[src/common/dso_pkg.sv]
// Package: register map, field codes and timing constants of the drive status output selector
package dso_pkg;
    // -----------------------------------------------------------------
    // Register byte offsets
    // -----------------------------------------------------------------
    localparam logic [7:0] DSO_OFS_FREQ = 8'h00; // Ref [15:0], output [31:16], read/write
    localparam logic [7:0] DSO_OFS_FDT = 8'h04; // Detect freq [15:0], bandwidth [31:16]
    localparam logic [7:0] DSO_OFS_SEL = 8'h08; // Four 5-bit function selects
    localparam logic [7:0] DSO_OFS_MASK = 8'h0C; // Fault relay mask [2:0]
    localparam logic [7:0] DSO_OFS_OLW = 8'h10; // Warning level [15:0], time in ms [31:16]
    localparam logic [7:0] DSO_OFS_STAT = 8'h14; // Drive status inputs, software written
    localparam logic [7:0] DSO_OFS_CUR = 8'h18; // Output current [15:0], rated [31:16]
    localparam logic [7:0] DSO_OFS_SRC = 8'h1C; // Sources and local/remote control
    localparam logic [7:0] DSO_OFS_OUT = 8'h20; // Read only: outputs and state
    // -----------------------------------------------------------------
    // Field positions
    // -----------------------------------------------------------------
    localparam int DSO_SEL_W = 5; // Width of one function select
    localparam int DSO_SRC_KEY_BIT = 16; // Write 1: operator key press
    localparam int DSO_SRC_ASSIGN_BIT = 17; // Digital input assigned to local/remote
    localparam int DSO_SRC_APP_BIT = 18; // Application mode is multi-motor
    // -----------------------------------------------------------------
    // Reset values and codes
    // -----------------------------------------------------------------
    localparam logic [2:0] DSO_MASK_RST = 3'h2; // Trip bit only
    localparam logic [3:0] DSO_KEYPAD = 4'h0; // Keypad source code
    localparam logic [4:0] DSO_FN_PUMP = 5'h14; // Pump control function code
    // -----------------------------------------------------------------
    // Timing
    // -----------------------------------------------------------------
    localparam int DSO_CLK_HZ = 50000000; // Clock rate
    localparam int DSO_MS_CYC = DSO_CLK_HZ / 1000; // Cycles per millisecond
    localparam int DSO_IOL_S = 60; // Drive overload warning time, seconds
    localparam int DSO_IOL_MS = DSO_IOL_S * 1000; // Same time in milliseconds
    localparam int DSO_IOL_PCT = 110; // Drive overload threshold, percent of rated
    // -----------------------------------------------------------------
    // Types
    // -----------------------------------------------------------------
    typedef enum logic [4:0] {
        DSO_FN_NONE = 5'h00, DSO_FN_ARRIVE = 5'h01, DSO_FN_LEVEL = 5'h02,
        DSO_FN_BAND = 5'h03, DSO_FN_HYST = 5'h04, DSO_FN_HYST_N = 5'h05,
        DSO_FN_OLW = 5'h06, DSO_FN_IOL = 5'h07, DSO_FN_STALL = 5'h08,
        DSO_FN_OV = 5'h09, DSO_FN_LV = 5'h0A, DSO_FN_OH = 5'h0B,
        DSO_FN_LOST = 5'h0C, DSO_FN_RUN = 5'h0D, DSO_FN_STOP = 5'h0E,
        DSO_FN_STEADY = 5'h0F, DSO_FN_DRVLINE = 5'h10, DSO_FN_MAINS = 5'h11,
        DSO_FN_SEARCH = 5'h12, DSO_FN_READY = 5'h13, DSO_FN_PUMPC = 5'h14
    } dso_fn_t;
    // Drive status bits, written by software from the drive's control loop
    typedef struct packed {
        logic pump_req; logic mains_line; logic drive_line; logic ready; logic search;
        logic steady; logic running; logic lost_ref; logic overheat; logic undervolt;
        logic overvolt; logic stall; logic accel; logic lv_trip; logic drive_disable_fault;
        logic other_fault; logic retry_zero; logic auto_retry;
    } dso_stat_t;
    // AHB-Lite slave signals
    typedef struct packed {
        logic hsel; logic [31:0] haddr; logic [1:0] htrans; logic hwrite;
        logic [2:0] hsize; logic hready; logic [31:0] hwdata;
    } dso_ahb_in_t;
    typedef struct packed {
        logic [31:0] hrdata; logic hreadyout; logic hresp;
    } dso_ahb_out_t;
endpackage : dso_pkg

[src/core/dso_timer.sv]
// Persistence timer: asserts once its condition has held for a set number of ticks
`timescale 1ns/1ps
module dso_timer #(
    parameter int W = 16
) (
    input wire logic hclk,
    input wire logic hresetn,
    input wire logic tick, // One-cycle time base enable
    input wire logic cond, // Condition being timed
    input wire logic [W-1:0] limit, // Ticks the condition must persist
    output logic done // Condition held long enough
);
    logic [W-1:0] cnt_q;
    // -----------------------------------------------------------------
    // Counter: any break in the condition restarts the wait
    // -----------------------------------------------------------------
    always_ff @(posedge hclk or negedge hresetn) begin
        if (!hresetn) begin
            cnt_q <= '0;
        end else if (!cond) begin
            cnt_q <= '0;
        end else if (tick && cnt_q < limit) begin
            cnt_q <= cnt_q + 1'b1;
        end
    end
    assign done = cond && (cnt_q >= limit);
endmodule : dso_timer

[src/core/dso_top.sv]
// Drive status output selector: four output contacts, fault relay, local/remote source choice
//
// Overview of operation
// - Arrival: close when reference near output frequency
// - Level: arrival and output near detect frequency
// - Band: closed while output within detect band
// - Hysteresis: accel at detect, decel above lower
// - Inverted hysteresis is exact complement of hysteresis
// - Overload warning after level held warning time
// - Drive overload: above 110% for 60 seconds
// - Stall, low voltage, overheat, lost reference select
// - Running, stopped or steady speed select
// - Speed search or ready select
// - Multi-motor mode forces pump-control output function
// - Mask bit 001 gates low-voltage trip
// - Mask bit 010 gates other non-disable faults
// - Mask bit 100 gates retry exhausted, not autoretry
// - Priority low-voltage, trip, retry; default 010
// - No input assigned: key toggles, starts remote
// - Local forces keypad control and frequency sources
// - Input assigned: key ignored, off local, on remote
// - Remote loads the two remote source settings
//
// Decided for this implementation: register access over AHB-Lite and the register addresses.
`timescale 1ns/1ps
module dso_top
    import dso_pkg::*;
#(
    parameter int FW = 16, // Frequency and current width
    parameter int IOL_MS = DSO_IOL_MS // Drive overload time in ms, shortenable
) (
    input wire logic hclk,
    input wire logic hresetn,
    input wire dso_pkg::dso_ahb_in_t ahb_i,
    output dso_pkg::dso_ahb_out_t ahb_o,
    input wire logic loc_rem_pin, // Digital input for local/remote, from outside
    output logic [3:0] output_contact_a, // Contact closed when high
    output logic fault_relay, // Relay energised: normally open closes
    output logic [2:0] fault_cause, // One-hot cause: 001 low voltage, 010 trip, 100 retry
    output logic remote_q, // High in remote operation
    output logic [3:0] ctrl_source, // Active control source
    output logic [3:0] freq_source, // Active frequency source
    output logic iol_trip // Drive overload trip, output cut off
);
    import dso_pkg::*;
    // -----------------------------------------------------------------
    // Registers
    // -----------------------------------------------------------------
    logic [31:0] freq_q, fdt_q, olw_q, cur_q; // Software setpoints and measurements
    logic [19:0] sel_q; // Function selects
    logic [2:0] mask_q; // Fault relay mask
    dso_stat_t stat_q; // Drive status
    logic [15:0] rsrc_q; // Remote ctrl [3:0], remote freq [7:4]
    logic assign_q, app_mmc_q; // Input assignment, multi-motor mode
    logic key_q; // Key press pulse from a write
    logic local_key_q; // Local state set by the key
    logic [1:0] pin_sync_q; // Two-stage pin synchroniser
    logic [15:0] ms_cnt_q; // Millisecond divider
    logic ms_tick_q; // One-cycle millisecond enable
    logic [3:0] contact_q;
    logic relay_q, iol_trip_q;
    logic [2:0] cause_q;
    logic [3:0] csrc_q, fsrc_q;
    logic rem_q;
    // Bus phase capture
    logic wr_pend_q, rd_pend_q;
    logic [7:0] addr_q;
    logic [31:0] rdata_q;
    // -----------------------------------------------------------------
    // Bus decode: zero wait states, always OKAY
    // -----------------------------------------------------------------
    wire xfer = ahb_i.hsel && ahb_i.htrans[1] && ahb_i.hready;
    wire take_wr = xfer && ahb_i.hwrite;
    wire take_rd = xfer && !ahb_i.hwrite;
    wire [31:0] wd = ahb_i.hwdata;
    always_ff @(posedge hclk or negedge hresetn) begin
        if (!hresetn) begin
            wr_pend_q <= 1'b0;
            rd_pend_q <= 1'b0;
            addr_q <= 8'h00;
        end else begin
            wr_pend_q <= take_wr;
            rd_pend_q <= take_rd;
            addr_q <= xfer ? ahb_i.haddr[7:0] : addr_q;
        end
    end
    wire wr_ok = wr_pend_q && (addr_q[1:0] == 2'h0);
    // -----------------------------------------------------------------
    // Register writes (data phase)
    // -----------------------------------------------------------------
    always_ff @(posedge hclk or negedge hresetn) begin
        if (!hresetn) begin
            freq_q <= 32'h0; fdt_q <= 32'h0; olw_q <= 32'h0; cur_q <= 32'h0;
            sel_q <= 20'h0; mask_q <= DSO_MASK_RST; stat_q <= '0;
            rsrc_q <= 16'h0; assign_q <= 1'b0; app_mmc_q <= 1'b0; key_q <= 1'b0;
        end else begin
            key_q <= 1'b0;
            if (wr_ok) begin
                unique case (addr_q)
                    DSO_OFS_FREQ: freq_q <= wd;
                    DSO_OFS_FDT: fdt_q <= wd;
                    DSO_OFS_SEL: sel_q <= wd[19:0];
                    DSO_OFS_MASK: mask_q <= wd[2:0];
                    DSO_OFS_OLW: olw_q <= wd;
                    DSO_OFS_STAT: stat_q <= wd[$bits(dso_stat_t)-1:0];
                    DSO_OFS_CUR: cur_q <= wd;
                    DSO_OFS_SRC: begin
                        rsrc_q <= wd[15:0];
                        key_q <= wd[DSO_SRC_KEY_BIT];
                        assign_q <= wd[DSO_SRC_ASSIGN_BIT];
                        app_mmc_q <= wd[DSO_SRC_APP_BIT];
                    end
                    default: begin
                        // Unmapped: write ignored
                    end
                endcase
            end
        end
    end
    // -----------------------------------------------------------------
    // Millisecond enable from the 50 MHz clock
    // -----------------------------------------------------------------
    always_ff @(posedge hclk or negedge hresetn) begin
        if (!hresetn) begin
            ms_cnt_q <= 16'h0;
            ms_tick_q <= 1'b0;
        end else begin
            ms_tick_q <= (ms_cnt_q == 16'(DSO_MS_CYC - 1));
            ms_cnt_q <= (ms_cnt_q == 16'(DSO_MS_CYC - 1)) ? 16'h0 : ms_cnt_q + 16'h1;
        end
    end
    // -----------------------------------------------------------------
    // Frequency comparisons, unsigned: larger minus smaller keeps differences honest
    // -----------------------------------------------------------------
    wire [FW-1:0] f_ref = freq_q[FW-1:0];
    wire [FW-1:0] f_out = freq_q[16 +: FW];
    wire [FW-1:0] f_det = fdt_q[FW-1:0];
    wire [FW-1:0] half_bw = fdt_q[16 +: FW] >> 1;
    wire [FW:0] d_ref = (f_ref > f_out) ? {1'b0, f_ref - f_out} : {1'b0, f_out - f_ref};
    wire [FW:0] d_det = (f_det > f_out) ? {1'b0, f_det - f_out} : {1'b0, f_out - f_det};
    wire arrive = d_ref <= {1'b0, half_bw};
    wire level = arrive && (d_det <= {1'b0, half_bw});
    wire band = d_det <= {1'b0, half_bw};
    // Lower threshold clamps at zero so a wide band cannot wrap around
    wire [FW-1:0] hyst_lo = (f_det > half_bw) ? f_det - half_bw : '0;
    wire hyst = stat_q.accel ? (f_out >= f_det) : (f_out > hyst_lo);
    wire hyst_n = !hyst;
    // -----------------------------------------------------------------
    // Overload timers
    // -----------------------------------------------------------------
    wire [FW-1:0] i_out = cur_q[FW-1:0];
    wire [FW-1:0] i_rated = cur_q[16 +: FW];
    // 100 x current against 110 x rated, widened to avoid overflow
    wire [FW+7:0] i_out_x = (FW+8)'(i_out) * (FW+8)'(100);
    wire [FW+7:0] i_rat_x = (FW+8)'(i_rated) * (FW+8)'(DSO_IOL_PCT);
    wire olw_done, iol_warn, iol_cut;
    dso_timer #(.W(16)) u_olw (
        .hclk(hclk), .hresetn(hresetn), .tick(ms_tick_q),
        .cond(i_out >= olw_q[FW-1:0]), .limit(olw_q[31:16]), .done(olw_done)
    );
    dso_timer #(.W(18)) u_iol (
        .hclk(hclk), .hresetn(hresetn), .tick(ms_tick_q),
        .cond(i_out_x > i_rat_x), .limit(18'(IOL_MS)), .done(iol_warn)
    );
    // Trip after a further minute of overload
    dso_timer #(.W(18)) u_iolc (
        .hclk(hclk), .hresetn(hresetn), .tick(ms_tick_q),
        .cond(iol_warn), .limit(18'(IOL_MS)), .done(iol_cut)
    );
    // -----------------------------------------------------------------
    // Per-contact function selection
    // -----------------------------------------------------------------
    logic [3:0] contact_d;
    genvar g;
    generate
        for (g = 0; g < 4; g++) begin : g_ct
            // Multi-motor mode overrides the programmed selection
            wire [4:0] fsel = app_mmc_q ? DSO_FN_PUMP : sel_q[g*DSO_SEL_W +: DSO_SEL_W];
            logic hit;
            always_comb begin
                unique case (fsel)
                    DSO_FN_ARRIVE: hit = arrive;
                    DSO_FN_LEVEL: hit = level;
                    DSO_FN_BAND: hit = band;
                    DSO_FN_HYST: hit = hyst;
                    DSO_FN_HYST_N: hit = hyst_n;
                    DSO_FN_OLW: hit = olw_done;
                    DSO_FN_IOL: hit = iol_warn;
                    DSO_FN_STALL: hit = stat_q.stall;
                    DSO_FN_OV: hit = stat_q.overvolt;
                    DSO_FN_LV: hit = stat_q.undervolt;
                    DSO_FN_OH: hit = stat_q.overheat;
                    DSO_FN_LOST: hit = stat_q.lost_ref;
                    DSO_FN_RUN: hit = stat_q.running;
                    DSO_FN_STOP: hit = !stat_q.running;
                    DSO_FN_STEADY: hit = stat_q.steady;
                    DSO_FN_DRVLINE: hit = stat_q.drive_line;
                    DSO_FN_MAINS: hit = stat_q.mains_line;
                    DSO_FN_SEARCH: hit = stat_q.search;
                    DSO_FN_READY: hit = stat_q.ready;
                    DSO_FN_PUMPC: hit = stat_q.pump_req;
                    default: hit = 1'b0; // None or unused code: open
                endcase
            end
            assign contact_d[g] = hit;
        end
    endgenerate
    // -----------------------------------------------------------------
    // Fault relay: first active masked cause in priority order wins
    // -----------------------------------------------------------------
    wire c_lv = mask_q[0] && stat_q.lv_trip;
    wire c_trip = mask_q[1] && stat_q.other_fault && !stat_q.drive_disable_fault;
    wire c_retry = mask_q[2] && stat_q.retry_zero && !stat_q.auto_retry;
    wire [2:0] cause_d = c_lv ? 3'h1 : c_trip ? 3'h2 : c_retry ? 3'h4 : 3'h0;
    // -----------------------------------------------------------------
    // Local/remote selection
    // -----------------------------------------------------------------
    wire pin_on = pin_sync_q[1];
    wire remote_d = assign_q ? pin_on : !local_key_q;
    always_ff @(posedge hclk or negedge hresetn) begin
        if (!hresetn) begin
            pin_sync_q <= 2'h0;
            local_key_q <= 1'b0; // Powers up remote
        end else begin
            pin_sync_q <= {pin_sync_q[0], loc_rem_pin};
            // Key is ignored while an input owns the selection
            if (key_q && !assign_q) begin
                local_key_q <= !local_key_q;
            end
        end
    end
    // -----------------------------------------------------------------
    // Output flops
    // -----------------------------------------------------------------
    always_ff @(posedge hclk or negedge hresetn) begin
        if (!hresetn) begin
            contact_q <= 4'h0; relay_q <= 1'b0; cause_q <= 3'h0; iol_trip_q <= 1'b0;
            rem_q <= 1'b1; csrc_q <= DSO_KEYPAD; fsrc_q <= DSO_KEYPAD;
        end else begin
            contact_q <= contact_d;
            cause_q <= cause_d;
            relay_q <= |cause_d;
            iol_trip_q <= iol_cut;
            rem_q <= remote_d;
            csrc_q <= remote_d ? rsrc_q[3:0] : DSO_KEYPAD;
            fsrc_q <= remote_d ? rsrc_q[7:4] : DSO_KEYPAD;
        end
    end
    // -----------------------------------------------------------------
    // Read data, registered for the data phase
    // -----------------------------------------------------------------
    wire [31:0] out_word = {12'h0, iol_trip_q, fsrc_q, csrc_q, rem_q, cause_q, relay_q, 2'h0,
                            contact_q};
    logic [31:0] rd_mux;
    always_comb begin
        unique case (ahb_i.haddr[7:0])
            DSO_OFS_FREQ: rd_mux = freq_q;
            DSO_OFS_FDT: rd_mux = fdt_q;
            DSO_OFS_SEL: rd_mux = {12'h0, sel_q};
            DSO_OFS_MASK: rd_mux = {29'h0, mask_q};
            DSO_OFS_OLW: rd_mux = olw_q;
            DSO_OFS_STAT: rd_mux = 32'(stat_q);
            DSO_OFS_CUR: rd_mux = cur_q;
            DSO_OFS_SRC: rd_mux = {13'h0, app_mmc_q, assign_q, 1'b0, rsrc_q};
            DSO_OFS_OUT: rd_mux = out_word;
            default: rd_mux = 32'h0; // Unmapped reads zero
        endcase
    end
    always_ff @(posedge hclk or negedge hresetn) begin
        if (!hresetn) begin
            rdata_q <= 32'h0;
        end else if (take_rd) begin
            rdata_q <= rd_mux;
        end
    end
    // -----------------------------------------------------------------
    // Outputs
    // -----------------------------------------------------------------
    assign ahb_o.hrdata = rdata_q;
    assign ahb_o.hreadyout = 1'b1;
    assign ahb_o.hresp = 1'b0;
    assign output_contact_a = contact_q;
    assign fault_relay = relay_q;
    assign fault_cause = cause_q;
    assign remote_q = rem_q;
    assign ctrl_source = csrc_q;
    assign freq_source = fsrc_q;
    assign iol_trip = iol_trip_q;
    // -----------------------------------------------------------------
    // Checks
    // -----------------------------------------------------------------
    chk_none_open: assert property (@(posedge hclk) disable iff (!hresetn)
        (!app_mmc_q && sel_q[4:0] == 5'h0) |=> !contact_q[0])
        else $error("Contact 0 closed with no function");
    chk_arrive_close: assert property (@(posedge hclk) disable iff (!hresetn)
        (!app_mmc_q && sel_q[4:0] == 5'h1 && arrive) |=> contact_q[0])
        else $error("Arrival did not close contact");
    chk_hyst_inv: assert property (@(posedge hclk) disable iff (!hresetn)
        (!app_mmc_q && sel_q[4:0] == 5'h4 && sel_q[9:5] == 5'h5) |=>
        (contact_q[0] != contact_q[1]))
        else $error("Inverted hysteresis not complement");
    chk_lv_prio: assert property (@(posedge hclk) disable iff (!hresetn)
        (mask_q[0] && stat_q.lv_trip) |=> (cause_q == 3'h1 && relay_q))
        else $error("Low-voltage cause lost priority");
    chk_bx_block: assert property (@(posedge hclk) disable iff (!hresetn)
        (mask_q == 3'h2 && stat_q.drive_disable_fault) |=> !relay_q)
        else $error("Relay on drive disable fault");
    chk_retry_auto: assert property (@(posedge hclk) disable iff (!hresetn)
        (mask_q == 3'h4 && stat_q.auto_retry) |=> !relay_q)
        else $error("Retry relay during auto retry");
    chk_local_kp: assert property (@(posedge hclk) disable iff (!hresetn)
        !remote_d |=> (csrc_q == DSO_KEYPAD && fsrc_q == DSO_KEYPAD))
        else $error("Local mode not on keypad");
    chk_key_off: assert property (@(posedge hclk) disable iff (!hresetn)
        assign_q |=> (rem_q == $past(pin_on)))
        else $error("Remote state not from input");
    chk_key_tog: assert property (@(posedge hclk) disable iff (!hresetn)
        (key_q && !assign_q) |=> (local_key_q != $past(local_key_q)))
        else $error("Key did not toggle");
endmodule : dso_top

[config.mk]
export PLATFORM = sky130hd
export DESIGN_NAME = dso_top
export DESIGN_NICKNAME = d
export VERILOG_FILES = /design/src/common/dso_pkg.sv /design/src/core/dso_timer.sv /design/src/core/dso_top.sv
export SDC_FILE = /design/constraint.sdc
export NUM_CORES = 1
export LEC_CHECK = 0
export BUFFER_PORTS_ARGS = -buffer_cell sky130_fd_sc_hd__buf_2
export CAP_MARGIN = 30
export CORE_MARGIN = 4
export CORE_UTILIZATION = 45
export CTS_BUF_LIST = sky130_fd_sc_hd__clkbuf_16
export DETAILED_ROUTE_END_ITERATION = 8
export HOLD_SLACK_MARGIN = 0.15
export SETUP_SLACK_MARGIN = 0.1
export SYNTH_ARGS = -nofsm -noshare
export SYNTH_HDL_FRONTEND = slang
export SYNTH_SLANG_ARGS = --single-unit
[constraint.sdc]
create_clock -name hclk -period 13.8 [get_ports hclk]
set_clock_uncertainty 0.15 [all_clocks]
set_input_delay 0.69 -clock hclk [delete_from_list [all_inputs] [get_ports hclk]]
set_output_delay 0.69 -clock hclk [all_outputs]
set_load 0.02 [all_outputs]
# After elaboration in Yosys (flattened, before gate mapping)
# Cells that the tools add are included.
# totals
ff_bits	319
inputBits	75
output_inout_bits	52
word_cells	235
# op_classes
add_sub_neg	9
n_mul	2
n_lt_le_gt_ge	15
eq_ne	99
mux	28
reduce_logical	37
# op_table
op	n
$pmux 32 s9	1
$eq 5x4->1 const B	32
$eq 5x5->1 const B	20
$mux 16	6
$eq 5x3->1 const B	16
$pmux 1 s20	4
$mux 18	4
$eq 8x5->1 const B	8
$sub 16x16->16	4
$ge 16x16->1	3
$gt 16x16->1	3
$eq 5x2->1 const B	8
$add 18x1->18 const B	2
$ge 18x16->1 const B	2
$lt 18x16->1 const B	2
$add 16x1->16 const B	2
$eq 8x4->1 const B	4
$le 16x15->1	2
$gt 23x23->1	1
$mul 16x6->22 const B	1
$mul 16x5->21 const B	1
$eq 5x1->1 const B	4
$mux 5	4
$logic_and 1x1->1	18
16 further kinds	38

# Depth between registers and ports, before layout
# depth
ltp_word	6
ltp_mapped	29
depth_no_buf	28

# Cells and area by module
# Synthesis repeated with hierarchy kept, for this count alone.
# hier_totals
hier_cells	2787
hier_area_um2	25650.9
# modules_own_cells
module	instances	cells_per_inst	area_per_inst_um2
dso_top	1	2282	21391.8
dso_timer (u_iol ...)	2	177	1477.7
dso_timer (u_olw)	1	151	1303.8

# Worst setup path before layout
# No wires, ideal clock.
# synth_path
path_kind	register -> register
start	reg cur_q[21]
end	reg contact_q[3] (netlist: output_contact_a[3])
setup_time_ps	124
arrival_time_ps	5597
t_required_ps	13526
path_slack_ps	7929
stages_incl_launch_ff	26
synth_period_minus_slack_ps	5871
path_cell_list	dfrtp_1 > fa_1 > fa_1 > inv_1 > fa_1 > inv_1 > ha_1 > a21boi_0 > o211ai_1 > nand2_1 > a21oi_1 > a31oi_1 > and2_1 > o21ai_0 > a221o_1 > ha_1 > a21o_1 > a21o_1 > a21oi_1 > a21o_1 > clkbuf_1 > nor2_1 > o21ai_0 > a211oi_1 > a211o_1 > a211o_1
# synth_via
elab_chain_len	4
# synth_rtl
element	line	rtl
from (decl)	dso_top.sv:49	logic [31:0] freq_q, fdt_q, olw_q, cur_q;
from (signal assigned)	dso_top.sv:106	DSO_OFS_CUR: cur_q <= wd;
$mul 16x6->22	dso_top.sv:155	wire [FW+7:0] i_rat_x = (FW+8)'(i_rated) * (FW+8)'(DSO_IOL_PCT);
$gt 23x23->1	dso_top.sv:163	.cond(i_out_x > i_rat_x), .limit(18'(IOL_MS)), .done(iol_warn)
$logic_and 1x1->1	dso_timer.sv:26	assign done = cond && (cnt_q >= limit);
$pmux 1 s20	dso_top.sv:181	unique case (fsel)
named net g_ct[3].hit	dso_top.sv:179	logic hit;
to (signal assigned)	dso_top.sv:240	contact_q <= contact_d;
to (decl)	dso_top.sv:60	logic [3:0] contact_q;
# The timed path passes the listed nets, and every way through them passes these cells.
# A chain may end at the register's enable or synchronous reset.

# Worst setup path after layout
# layout_path
start	reg cur_q[20]
end	reg contact_q[3] (netlist: output_contact_a[3])
# The elaborated chain is that of the path after synthesis.

==> impl_metrics.env <==
export IMPL_pwr_density_cell_nw_per_um2=133
export IMPL_synth_most_common_cell="dfrtp_1"
export IMPL_setup_viol=0
export IMPL_htree_levels=2
export IMPL_clockBufferDepth=3
export IMPL_synth_top_cell_by_area="dfrtp_1"
export IMPL_dp_cells=3233
export IMPL_finalSetupTns_ns=0
export IMPL_routed_wl_mm=76.1
export IMPL_via_per_inst=5.99
export IMPL_ys_ff_latch=319
export IMPL_layout_setup_ws_ns=6.22
export IMPL_max_freq_mhz=132
export IMPL_final_layout_size_suffix_gt1_frac=0.137
export IMPL_status="finished, final reports clean"
export IMPL_hold_viol_final=0
export IMPL_syn2layout_area_growth_pct=10.1
export IMPL_layoutNonFillerInstCount=3301
export IMPL_fin_nets=2999
export IMPL_grt_pass1_vias=19400
export IMPL_coreArea_um2=52800
export IMPL_hp_class="reg -> reg"
export IMPL_initial_core_util=0.457
export IMPL_synth_flop_cell="dfrtp_1"
export IMPL_dr_first_iter_drc_count=1889
export IMPL_tightest_slew_ns=1.03
export IMPL_track_usage=0.264
export IMPL_final_max_slew_violation_count=0
export IMPL_fp_dieW_um=239
export IMPL_cts_clk_slew_worst_paths_ns=0.06
export IMPL_portBuffers=96
export IMPL_antenna_found_initial=2
export IMPL_gp_congestion=0.952
export IMPL_slew_headroom=0.312
export IMPL_dp_slack_ns=6.35
export IMPL_ant_nets=0
export IMPL_dp_hpwl_mm=57.3
export IMPL_end_kind="flip-flop"
export IMPL_path_class="reg -> reg"
export IMPL_drv_cap=0
export IMPL_synth_edff_count=0
export IMPL_worstPathArrival_ns=7.87
export IMPL_pin_count=127
export IMPL_cts_made_buffers=39
export IMPL_min_period_ns=7.58
export IMPL_root_buffer="clkbuf_16"
export IMPL_avgSynthCellArea_um2=9.54
export IMPL_dieArea_um2=57300
export IMPL_synth_commonest_cells="dfrtp_1, ha_1, inv_1"
export IMPL_synth_warnings=0
export IMPL_rsz0062_at_grt="false"
export IMPL_netlist_area_um2=24100
export IMPL_syn_nets=2935
export IMPL_vias=19800
export IMPL_wl_per_cell_um=23.0
export IMPL_grt_max_degree=128
export IMPL_nFillCells=4931
export IMPL_total_power_mw=3.54
export IMPL_yosysUniqueCellTypes=91
export IMPL_clock_sinks=319
export IMPL_num_rows=84
export IMPL_start_kind="flip-flop"
export IMPL_diodes=0
export IMPL_grt_pass1_wl_mm=116
export IMPL_cp_max_fo=19
export IMPL_min_period_over_period=0.549
export IMPL_post_cts_resized=0
export IMPL_worstSkewPairLatency_ns=0.57
export IMPL_die_h_um=239
export IMPL_grt_overflow=0
export IMPL_ys_top_cells_by_area="dfrtp_1, ha_1, mux2_2, fa_1, inv_1"
export IMPL_cts_tree="done"
export IMPL_synth_top_cell_area_share=0.329
export IMPL_post_route_drc_count=0
export IMPL_dr_pass1_iters=8
export IMPL_worst_endpoint_required_ns=14.09
export IMPL_power_leakage_nw=12.9
export IMPL_ir_drop_mv=0.108
export IMPL_async_flop_share=1.00
export IMPL_synth_yosys_seq_area_share=0.331
export IMPL_postSynthCellCount=2525
[repair_timing]
item / in CTS / in global routing
hold endpoints to repair: 55 / 0
hold buffers: 2 / 0
buffers inserted: 0 / 0
[critical path, cell delays in order (launching register included)]
cell	delay (ns)
dfrtp_1	0.72
inv_1	0.14
fa_1	0.51
inv_1	0.04
ha_1	0.27
ha_1	0.31
inv_1	0.07
fa_1	0.46
nor2b_1	0.12
o21ai_0	0.10
a21boi_0	0.25
o211ai_1	0.11
nand2_1	0.10
a21oi_1	0.09
a31oi_1	0.34
and2_1	0.18
o21ai_0	0.07
a221o_1	0.33
ha_1	0.29
a21o_1	0.18
a21o_1	0.17
a21oi_1	0.65
a21o_1	0.68
nor2_1	0.27
o21ai_0	0.22
a211oi_1	0.06
a211o_1	0.27
a211o_1	0.28
[cell families after synthesis]
| logic type | count (synthesis) | share of synthesized area |
|---|---|---|
| AO/OA/AOI/OAI | 592 | 0.166 |
| adder cells (fa/ha/maj) | 335 | 0.191 |
| XOR/XNOR | 122 | 0.0443 |
| flip-flops | 319 | 0.331 |
| AND/OR/NAND/NOR | 622 | 0.127 |
| multiplexers | 172 | 0.0817 |
| buffers and inverters | 361 | 0.0583 |
| other | 2 | 0.000312 |
[through the flow]
stage	area [µm²]	hold WS, ns	util
2_1_floorplan	24100	0.181	-
3_3_place_gp	25200	0.188	0.478
3_5_place_dp	25300	0.185	0.479
4_1_cts	26500	0.192	0.502
5_1_grt	26500	0.216	0.503
6_report	26500	0.196	0.503
[power breakdown]
| part | internal, mW | switching, mW |
|---|---|---|
| clock network | 0.572 | 0.419 |
| registers | 0.977 | 0.0745 |
| logic | 0.628 | 0.870 |
[routing by layer]
layer	routed length (µm)	vias up	part of all wire	track usage
li1	-	9098	-	-
met1	33300	9804	0.44	0.367
met3	6170	128	0.081	0.0564
met5	0	-	0	0
met2	33900	756	0.45	0.409
met4	2700	0	0.036	0.0939
[layout make-up]
cell class,count,area (µm²),share of cell area
multi-input cells,1845,14700,0.556
flip-flops and latches,319,7990,0.301
inverters,261,980,0.0369
clock buffers,39,976,0.0368
well taps,688,861,0.0324
repair buffers,123,751,0.0283
clock inverters,26,228,0.00858
[cell usage in the layout (no fill, tap or decap), types with 55 or more instances in the layout]
cell type and count:
inv_1 270, o21ai_0 159, nand3_1 59, dfrtp_1 317
nand2_1 204, a21oi_1 124, buf_2 96, fa_1 55
ha_1 280, xnor2_1 65, xor2_1 57, nor2_1 128
mux2_2 136, a21o_1 57
[path summary, 6_finish.rpt]
kind / from / end / slack [ns] / cells past startpoint
max: cur_q[20] / output_contact_a[3] / 6.22 / 27
min: pin_sync_q[0] / pin_sync_q[1] / 0.20 / 0
max reg2reg: cur_q[20] / output_contact_a[3] / 6.22 / 27
min reg2reg: pin_sync_q[0] / pin_sync_q[1] / 0.20 / 0
max in group asynchronous: hresetn / u_olw.cnt_q[14] / 10.94 / 5
min in group asynchronous: hresetn / ms_cnt_q[12] / 0.66 / 2
[flip-flops by register name (all words and copies together), names as in the netlist, 2 cells and up]
register / count
cur_q: 32
fdt_q: 32
freq_q: 32
olw_q: 32
rdata_q: 32
sel_q: 20
stat_q: 18
u_iol.cnt_q: 18
u_iolc.cnt_q: 18
ms_cnt_q: 16
rsrc_q: 16
u_olw.cnt_q: 16
addr_q: 8
ctrl_source: 4
freq_source: 4
output_contact_a: 4
fault_cause: 3
mask_q: 3
pin_sync_q: 2
(Power assumes the default switching activity.)
